[src/trig_sel_pkg.sv]
// Package for the sequencer 0/1 trigger selection block.
// Assumes a 32-bit APB master on pclk and trigger sources that are synchronous to pclk, except the external pin, which is asynchronous.
package trig_sel_pkg;

	// Register map
	localparam logic [11:0] SEQ_TRIG_SEL_OFS    = 12'h014;
	localparam logic [11:0] TRIG_STATUS_OFS     = 12'h018;
	localparam logic [31:0] SEQ_TRIG_SEL_RESET  = 32'h0000_0000;

	// Field positions
	localparam int          SEQ0_SEL_LSB        = 0;
	localparam int          SEQ1_SEL_LSB        = 4;
	localparam int          SEL_WIDTH           = 4;

	// Selection codes
	localparam logic [3:0]  SEL_PROCESSOR       = 4'h0;
	localparam logic [3:0]  SEL_COMPARATOR0     = 4'h1;
	localparam logic [3:0]  SEL_EXT_PIN         = 4'h4;
	localparam logic [3:0]  SEL_TIMER           = 4'h5;
	localparam logic [3:0]  SEL_PWM_GEN0        = 4'h6;
	localparam logic [3:0]  SEL_PWM_GEN1        = 4'h7;
	localparam logic [3:0]  SEL_PWM_GEN2        = 4'h8;
	localparam logic [3:0]  SEL_ALWAYS          = 4'hf;

	// Trigger events from the surrounding logic, one-cycle pulses
	typedef struct packed {
		logic       comparator0;
		logic       timer;
		logic       timer_output_trigger_enable;
		logic       pwm_gen0;
		logic       pwm_gen1;
		logic       pwm_gen2;
	} trig_src_type;

	// Whole state of the block
	typedef struct packed {
		logic [3:0]  seq0_trigger_sel;
		logic [3:0]  seq1_trigger_sel;
		logic [1:0]  start;
		logic [1:0]  seen;
		logic        pready;
		logic [31:0] prdata;
		logic        pslverr;
		logic        ext_meta;
		logic        ext_sync;
		logic        ext_prev;
	} state_type;

endpackage : trig_sel_pkg

[src/adc_trigger_select.sv]
// Trigger selection for sample sequencers zero and one, with an APB register slave.
// Assumes trigger sources pulse for one pclk cycle, except the pin, which is asynchronous.
`timescale 1ns/10ps

module adc_trigger_select (
	input  wire logic                      pclk,
	input  wire logic                      presetn,
	input  wire logic                      psel,
	input  wire logic                      penable,
	input  wire logic                      pwrite,
	input  wire logic [11:0]               paddr,
	input  wire logic [31:0]               pwdata,
	input  wire logic [3:0]                pstrb,
	output logic                           pready,
	output logic [31:0]                    prdata,
	output logic                           pslverr,
	input  wire logic                      processor_start0,
	input  wire logic                      processor_start1,
	input  wire logic                      external_trigger_pin,
	input  wire trig_sel_pkg::trig_src_type trig_src,
	output logic                           sample_sequencer_zero_start,
	output logic                           sample_sequencer_one_start
);
	import trig_sel_pkg::*;

	state_type       state_r;
	state_type       state_nxt;
	logic            ext_pulse;
	logic [1:0][3:0] field_sel;
	logic [1:0]      proc_go;
	logic [1:0]      hit;

	////////////////////////////////////////////////////////////////////////////
	// Trigger decode for one selection field
	function automatic logic trig_hit(input logic [3:0] sel, input logic proc_go,
		input logic pin_go, input trig_src_type s);
		logic hit;
		hit = 1'b0;
		case (sel)
			SEL_PROCESSOR:   hit = proc_go;
			SEL_COMPARATOR0: hit = s.comparator0;
			SEL_EXT_PIN:     hit = pin_go;
			SEL_TIMER:       hit = s.timer & s.timer_output_trigger_enable;
			SEL_PWM_GEN0:    hit = s.pwm_gen0;
			SEL_PWM_GEN1:    hit = s.pwm_gen1;
			SEL_PWM_GEN2:    hit = s.pwm_gen2;
			SEL_ALWAYS:      hit = 1'b1;
			default:         hit = 1'b0;
		endcase
		return hit;
	endfunction : trig_hit

	////////////////////////////////////////////////////////////////////////////
	// Rising edge of the synchronised pin; its previous level is kept in the state
	assign ext_pulse = state_r.ext_sync & ~state_r.ext_prev;

	////////////////////////////////////////////////////////////////////////////
	// Per-sequencer decode and its checks
	assign field_sel[0] = state_r.seq0_trigger_sel;
	assign field_sel[1] = state_r.seq1_trigger_sel;
	assign proc_go[0]   = processor_start0;
	assign proc_go[1]   = processor_start1;

	for (genvar i = 0; i < 2; i++) begin : g_seq
		// One decoder per sequencer, so neither field can steer the other
		assign hit[i] = trig_hit(field_sel[i], proc_go[i], ext_pulse, trig_src);

		a_proc_starts: assert property (@(posedge pclk) disable iff (!presetn)
			(field_sel[i] == SEL_PROCESSOR && proc_go[i]) |=> state_r.start[i])
			else $error("processor start missed");
		a_cmp_starts: assert property (@(posedge pclk) disable iff (!presetn)
			(field_sel[i] == SEL_COMPARATOR0 && trig_src.comparator0) |=> state_r.start[i])
			else $error("comparator start missed");
		a_pin_starts: assert property (@(posedge pclk) disable iff (!presetn)
			(field_sel[i] == SEL_EXT_PIN && $rose(state_r.ext_sync)) |=> state_r.start[i])
			else $error("pin start missed");
		a_timer_starts: assert property (@(posedge pclk) disable iff (!presetn)
			(field_sel[i] == SEL_TIMER && trig_src.timer &&
			trig_src.timer_output_trigger_enable) |=> state_r.start[i])
			else $error("enabled timer start missed");
		a_timer_gated: assert property (@(posedge pclk) disable iff (!presetn)
			(field_sel[i] == SEL_TIMER && !trig_src.timer_output_trigger_enable)
			|=> !state_r.start[i]) else $error("timer start without enable");
		a_pwm0_starts: assert property (@(posedge pclk) disable iff (!presetn)
			(field_sel[i] == SEL_PWM_GEN0 && trig_src.pwm_gen0) |=> state_r.start[i])
			else $error("pwm gen0 start missed");
		a_pwm1_starts: assert property (@(posedge pclk) disable iff (!presetn)
			(field_sel[i] == SEL_PWM_GEN1 && trig_src.pwm_gen1) |=> state_r.start[i])
			else $error("pwm gen1 start missed");
		a_pwm2_starts: assert property (@(posedge pclk) disable iff (!presetn)
			(field_sel[i] == SEL_PWM_GEN2 && trig_src.pwm_gen2) |=> state_r.start[i])
			else $error("pwm gen2 start missed");
		a_always_starts: assert property (@(posedge pclk) disable iff (!presetn)
			(field_sel[i] == SEL_ALWAYS) |=> state_r.start[i])
			else $error("continuous start missed");
		a_reserved_idle: assert property (@(posedge pclk) disable iff (!presetn)
			(field_sel[i] inside {4'h2, 4'h3, [4'h9:4'he]}) |=> !state_r.start[i])
			else $error("reserved code started");
		a_no_stray_start: assert property (@(posedge pclk) disable iff (!presetn)
			(!(proc_go[i] || trig_src.comparator0 || $rose(state_r.ext_sync) ||
			trig_src.timer || trig_src.pwm_gen0 || trig_src.pwm_gen1 ||
			trig_src.pwm_gen2) && field_sel[i] != SEL_ALWAYS) |=> !state_r.start[i])
			else $error("start without an event");
		a_seen_sticks: assert property (@(posedge pclk) disable iff (!presetn)
			state_r.start[i] |-> state_r.seen[i])
			else $error("start not recorded");
		a_seen_clear: assert property (@(posedge pclk) disable iff (!presetn)
			(psel && penable && pready && pwrite && pstrb[0] && paddr == TRIG_STATUS_OFS &&
			pwdata[i] && !hit[i]) |=> !state_r.seen[i])
			else $error("start record not cleared");
	end : g_seq

	////////////////////////////////////////////////////////////////////////////
	// Next state
	always_comb begin
		logic setup;
		logic access;
		setup  = psel & ~penable;
		access = psel & penable;
		state_nxt = state_r;
		state_nxt.ext_meta = external_trigger_pin;
		state_nxt.ext_sync = state_r.ext_meta;
		state_nxt.pready   = setup;
		state_nxt.pslverr  = 1'b0;
		state_nxt.prdata   = 32'h0000_0000;

		state_nxt.ext_prev = state_r.ext_sync;
		// Each sequencer decoded from its own field
		state_nxt.start    = hit;
		// Sticky record of starts, cleared by writing one; a new start wins
		state_nxt.seen = state_r.seen | state_nxt.start;

		if (setup) begin
			if (paddr == SEQ_TRIG_SEL_OFS) begin
				state_nxt.prdata[SEQ0_SEL_LSB +: SEL_WIDTH] = state_r.seq0_trigger_sel;
				state_nxt.prdata[SEQ1_SEL_LSB +: SEL_WIDTH] = state_r.seq1_trigger_sel;
			end else if (paddr == TRIG_STATUS_OFS) begin
				state_nxt.prdata[1:0] = state_r.seen;
			end else begin
				state_nxt.pslverr = 1'b1;
			end
		end
		// Writes take effect at the completing edge
		if (access && state_r.pready && pwrite) begin
			if (paddr == SEQ_TRIG_SEL_OFS && pstrb[0]) begin
				state_nxt.seq0_trigger_sel = pwdata[SEQ0_SEL_LSB +: SEL_WIDTH];
				state_nxt.seq1_trigger_sel = pwdata[SEQ1_SEL_LSB +: SEL_WIDTH];
			end else if (paddr == TRIG_STATUS_OFS && pstrb[0]) begin
				state_nxt.seen = (state_r.seen & ~pwdata[1:0]) | state_nxt.start;
			end
		end
		if (access && state_r.pready) begin
			state_nxt.pready  = 1'b0;
		end
		if (!access) begin
			state_nxt.pslverr = state_nxt.pslverr & setup;
		end
	end

	always_ff @(posedge pclk or negedge presetn) begin
		if (!presetn) begin
			state_r <= '0;
			state_r.seq0_trigger_sel <= SEQ_TRIG_SEL_RESET[SEQ0_SEL_LSB +: SEL_WIDTH];
			state_r.seq1_trigger_sel <= SEQ_TRIG_SEL_RESET[SEQ1_SEL_LSB +: SEL_WIDTH];
		end else begin
			state_r <= state_nxt;
		end
	end

	assign pready                      = state_r.pready;
	assign prdata                      = state_r.prdata;
	assign pslverr                     = state_r.pslverr;
	assign sample_sequencer_zero_start = state_r.start[0];
	assign sample_sequencer_one_start  = state_r.start[1];

	////////////////////////////////////////////////////////////////////////////
	// Checks
	a_timer_gate_zero: assert property (@(posedge pclk) disable iff (!presetn)
		(state_r.seq0_trigger_sel == SEL_TIMER && !(trig_src.timer &&
		trig_src.timer_output_trigger_enable)) |=> !sample_sequencer_zero_start)
		else $error("timer trigger passed without enable");
	a_pwm0_start_one: assert property (@(posedge pclk) disable iff (!presetn)
		(state_r.seq1_trigger_sel == SEL_PWM_GEN0 && trig_src.pwm_gen0)
		|=> sample_sequencer_one_start) else $error("pwm gen0 missed");
	a_pwm1_start_zero: assert property (@(posedge pclk) disable iff (!presetn)
		(state_r.seq0_trigger_sel == SEL_PWM_GEN1 && trig_src.pwm_gen1)
		|=> sample_sequencer_zero_start) else $error("pwm gen1 missed");
	a_pwm2_start_zero: assert property (@(posedge pclk) disable iff (!presetn)
		(state_r.seq0_trigger_sel == SEL_PWM_GEN2) |=>
		(sample_sequencer_zero_start == $past(trig_src.pwm_gen2)))
		else $error("pwm gen2 mismatch");
	a_always_runs: assert property (@(posedge pclk) disable iff (!presetn)
		(state_r.seq1_trigger_sel == SEL_ALWAYS)[*2] |=> sample_sequencer_one_start)
		else $error("continuous mode idle");
	a_reserved_silent: assert property (@(posedge pclk) disable iff (!presetn)
		(state_r.seq0_trigger_sel inside {4'h2, 4'h3, [4'h9:4'he]})
		|=> !sample_sequencer_zero_start) else $error("reserved code started");
	a_write_field_one: assert property (@(posedge pclk) disable iff (!presetn)
		(psel && penable && pready && pwrite && pstrb[0] && paddr == SEQ_TRIG_SEL_OFS)
		|=> (state_r.seq1_trigger_sel == $past(pwdata[7:4]))) else $error("field one write");
	a_write_field_zero: assert property (@(posedge pclk) disable iff (!presetn)
		(psel && penable && pready && pwrite && pstrb[0] && paddr == SEQ_TRIG_SEL_OFS)
		|=> (state_r.seq0_trigger_sel == $past(pwdata[3:0]))) else $error("field zero write");
	a_proc_start_indep: assert property (@(posedge pclk) disable iff (!presetn)
		(state_r.seq1_trigger_sel == SEL_PROCESSOR && processor_start1)
		|=> sample_sequencer_one_start) else $error("processor start lost");

	// Register bus timing and access
	a_ready_after_setup: assert property (@(posedge pclk) disable iff (!presetn)
		(psel && !penable) |=> pready) else $error("no ready after setup");
	a_ready_one_cycle: assert property (@(posedge pclk) disable iff (!presetn)
		(pready && penable) |=> !pready) else $error("ready held too long");
	a_idle_data_zero: assert property (@(posedge pclk) disable iff (!presetn)
		!pready |-> (prdata == 32'h0000_0000 && !pslverr))
		else $error("read data outside access");
	a_strobe_blocks: assert property (@(posedge pclk) disable iff (!presetn)
		(psel && penable && pready && pwrite && !pstrb[0]) |=>
		($stable(state_r.seq0_trigger_sel) && $stable(state_r.seq1_trigger_sel)))
		else $error("write without strobe landed");
	a_other_write_kept: assert property (@(posedge pclk) disable iff (!presetn)
		(psel && penable && pready && pwrite && paddr != SEQ_TRIG_SEL_OFS) |=>
		($stable(state_r.seq0_trigger_sel) && $stable(state_r.seq1_trigger_sel)))
		else $error("fields changed by other address");
	a_read_fields: assert property (@(posedge pclk) disable iff (!presetn)
		(psel && !penable && paddr == SEQ_TRIG_SEL_OFS) |=>
		(prdata == {24'h00_0000, state_r.seq1_trigger_sel, state_r.seq0_trigger_sel}))
		else $error("field read data wrong");
	a_read_status: assert property (@(posedge pclk) disable iff (!presetn)
		(psel && !penable && paddr == TRIG_STATUS_OFS) |=>
		(prdata == {30'h0000_0000, $past(state_r.seen)}))
		else $error("status read data wrong");

endmodule : adc_trigger_select

[config.mk]
export PLATFORM = sky130hd
export DESIGN_NAME = adc_trigger_select
export DESIGN_NICKNAME = d
export VERILOG_FILES = /design/src/trig_sel_pkg.sv /design/src/adc_trigger_select.sv
export SDC_FILE = /design/constraint.sdc
export NUM_CORES = 1
export LEC_CHECK = 0
export CAP_MARGIN = 20
export CORE_MARGIN = 4
export CORE_UTILIZATION = 45
export CTS_BUF_LIST = sky130_fd_sc_hd__clkbuf_2 sky130_fd_sc_hd__clkbuf_4 sky130_fd_sc_hd__clkbuf_8
export DETAILED_ROUTE_END_ITERATION = 8
export DONT_BUFFER_PORTS = 1
export PLACE_DENSITY = 0.61
export SETUP_SLACK_MARGIN = 0.5
export SYNTH_ARGS = -nofsm -noshare
export SYNTH_HDL_FRONTEND = slang
export SYNTH_SLANG_ARGS = --single-unit
export TNS_END_PERCENT = 10
[constraint.sdc]
create_clock -name pclk -period 1.4 [get_ports pclk]
set_input_delay 0.07 -clock pclk [delete_from_list [all_inputs] [get_ports pclk]]
set_output_delay 0.07 -clock pclk [all_outputs]
set_load 0.02 [all_outputs]
==> run summary <==
status: finished with violations
failing checks: negative setup slack
Synth Cell Area: 1340 µm²
CTS clk-pin slew, worst paths: 0.13 ns
Skew-Pair Late Insertion Delay: 0.31 ns
post-DP HPWL: 1800 µm
critical path data required time: 1.66 ns
largest net degree at the start of global routing: 26
Avg Cell Area, Syn: 11.0 µm²
RSZ-0062 raised after global routing: true
EDFF count, synth: 0
H-tree depth: 1
ANT cells: 0
commonest cells after routing, fill and taps aside: conb_1 (24), dfrtp_1 (24), dlygate4sd3_1 (12)
Max Cap Violations: 0
worst hold path class: in2reg
Hold Crit Start: paddr[8]
clock skew: 0.00392 ns
total power: 1.20 mW
fin util: 52.1%
crit path max-delay cell type: mux4_2
Crit Path Class: reg2reg
Pleak: 0.697 nW
Residual DRC: 0
cells along the critical path: nand2b_4, mux4_2, or3b_1, nand3_1
first-pass GRT wire length: 3490 µm
NumNets Final: 194
root buffer cell: clkbuf_4
FFs w/ async S/R, synth: 100%
Finished Layout Cells: 162
initial antenna violation count: 0
R2R setup slack: -0.07 ns
post-route minimum period: 1.47 ns
synth top area cells: dfrtp_1 (47%), buf_4 (18%), mux2_2 (6.7%)
total number of yosys warnings: 0
Starting Density: 47.9%
Die Y: 62.6 µm
CTS tree: done
worst r2r path cells: 4
Die W: 62.6 µm
type of origin of the critical path: flop
port bufs: 0
core area: 2810 µm²
# rows: 19
Seq cells post-synth: 25
GP Congestion: 0.768
total CTS buffers: 3
pwr/cell area: 819 nW/µm²
IR drop worst, VDD: 546 µV
via count: 793
Area Growth Syn to Fin: 8.85%
final-report hold violation count: 0
worst hold margin: 0.0567 ns
Main synth FF type: dfrtp_1
buffers plus inverters on the worst setup path: 0
Routed WL: 2260 µm
grt ovf: 0
Post-DRT Antenna Nets: 0
vias in the first global route: 784
Die Footprint: 3920 µm²
CTS Sinks: 25
DRT Pass-1 Iters: 4
share of layout cells above drive strength 1: 19.8%
hold path endpoint: state_r[37]$_DFF_PN0_
pre-CTS WS: -0.0712 ns
area share of the leading cell type in the synthesized netlist: 46.6%
final setup fails: 2
Seq/Total Area, Yosys: 46.6%
f_max: 680 MHz
IO Count: 98
total track usage: 11.0%
Worst Hold Depth: 4
Crit Reg-Reg Startpoint: state_r[0]$_DFF_PN0_
CP Data Arrival Time: 1.73 ns
Critical Path End Type: flop
CTS Buffer Depth: 2
Synth area leader: dfrtp_1
vias per inst: 4.90
Avg WL per Cell: 13.9 µm
Max stage delay on crit path: 0.44 ns
placed cell count: 145
Top delay family on crit path: simple AND/OR/NAND/NOR gates
count of cell types in the netlist: 30
initial DRC count: 25
Worst Path Max Fanout: 2
RR Endpoint: sample_sequencer_one_start$_DFF_PN0_
Max Slew Vio Count: 0
Synth Instances: 122
Final Cycle Share: 105%
final setup margin: -0.0709 ns
## sequential cells by signal, summed over array words and instances (netlist names)
register and flops:
field_sel 8, prdata 8, pready 1, pslverr 1
sample_sequencer_one_start 1, sample_sequencer_zero_start 1, state_nxt 2, state_r 3
## cell usage after synthesis, drive strengths merged (2+ instances only)
cell type and instances:
nand2 5, inv 2, nor4b 3, nor2b 2
mux2 8, and2 7, or4 2, dfrtp 25
mux2i 2, o21ai 6, nor2 3, nand4 3
a22oi 2, nand3 3, buf 32, and3 6
## how the worst max path moves through the flow
stage	start	endpoint	slack, ns	cells past startpoint
2_1_floorplan	field_sel[4]$_DFFE_PN0P_	state_r[38]$_DFF_PN0_	-0.007	3
3_3_place_gp	state_r[0]$_DFF_PN0_	sample_sequencer_one_start$_DFF_PN0_	-0.06	4
3_5_place_dp	state_r[0]$_DFF_PN0_	state_r[38]$_DFF_PN0_	-0.07	4
4_1_cts	state_r[0]$_DFF_PN0_	sample_sequencer_one_start$_DFF_PN0_	-0.07	4
5_1_grt	state_r[0]$_DFF_PN0_	sample_sequencer_one_start$_DFF_PN0_	-0.10	4
6_report	state_r[0]$_DFF_PN0_	sample_sequencer_one_start$_DFF_PN0_	-0.07	4
## worst reg2reg max path: stages, from the launching register on
cell	delay [ns]
dfrtp_1	0.38
nand2b_4	0.13
mux4_2	0.44
or3b_1	0.38
nand3_1	0.09
## metrics by stage
step,area (µm²),setup TNS (ns)
after detailed placement,1240,-0.140
after CTS,1430,-0.134
after global routing,1460,-0.312
after floorplan,1430,-0.0101
after global placement,1240,-0.112
final,1460,-0.132
## where the power goes
group	switching, mW	internal (mW)
clock network	0.200	0.109
registers	0.0104	0.732
logic	0.0948	0.0516
total	0.306	0.893
## logic make-up after synthesis
kind of cell           share of synthesized area [%]
muxes                                           9.87
and+or+nand+nor                                 20.3
DFF                                             46.6
AOI/OAI and AO/OA                               4.28
buffers and inverters                           18.7
other                                          0.279
## routing by layer
| layer | wire, µm | global-route usage [%] |
|---|---|---|
| met2 | 1190 | 19.4 |
| met3 | 218 | 5.04 |
| met4 | 12 | 2.48 |
| met1 | 838 | 12.0 |
| met5 | 0 | 0 |
## area by class of cell
cell class	instances	area [µm²]
multi-input combinational	85	606
sequential	25	627
tap	31	38.8
inverter	2	7.51
clock inverter	1	7.51
timing repair buffer	15	154
fill	259	1340
clock buffer	3	22.5
## what timing repair did
action                     in CTS  in global routing
hold buffers                   11                  1
gates cloned                    0                  0
setup endpoints to repair      13                 20
setup buffers                   0                  0
pin swaps                       5                  1
resized for setup              12                  3
hold endpoints to repair       40                  3
No activity file was read; power rests on OpenSTA's default activity.
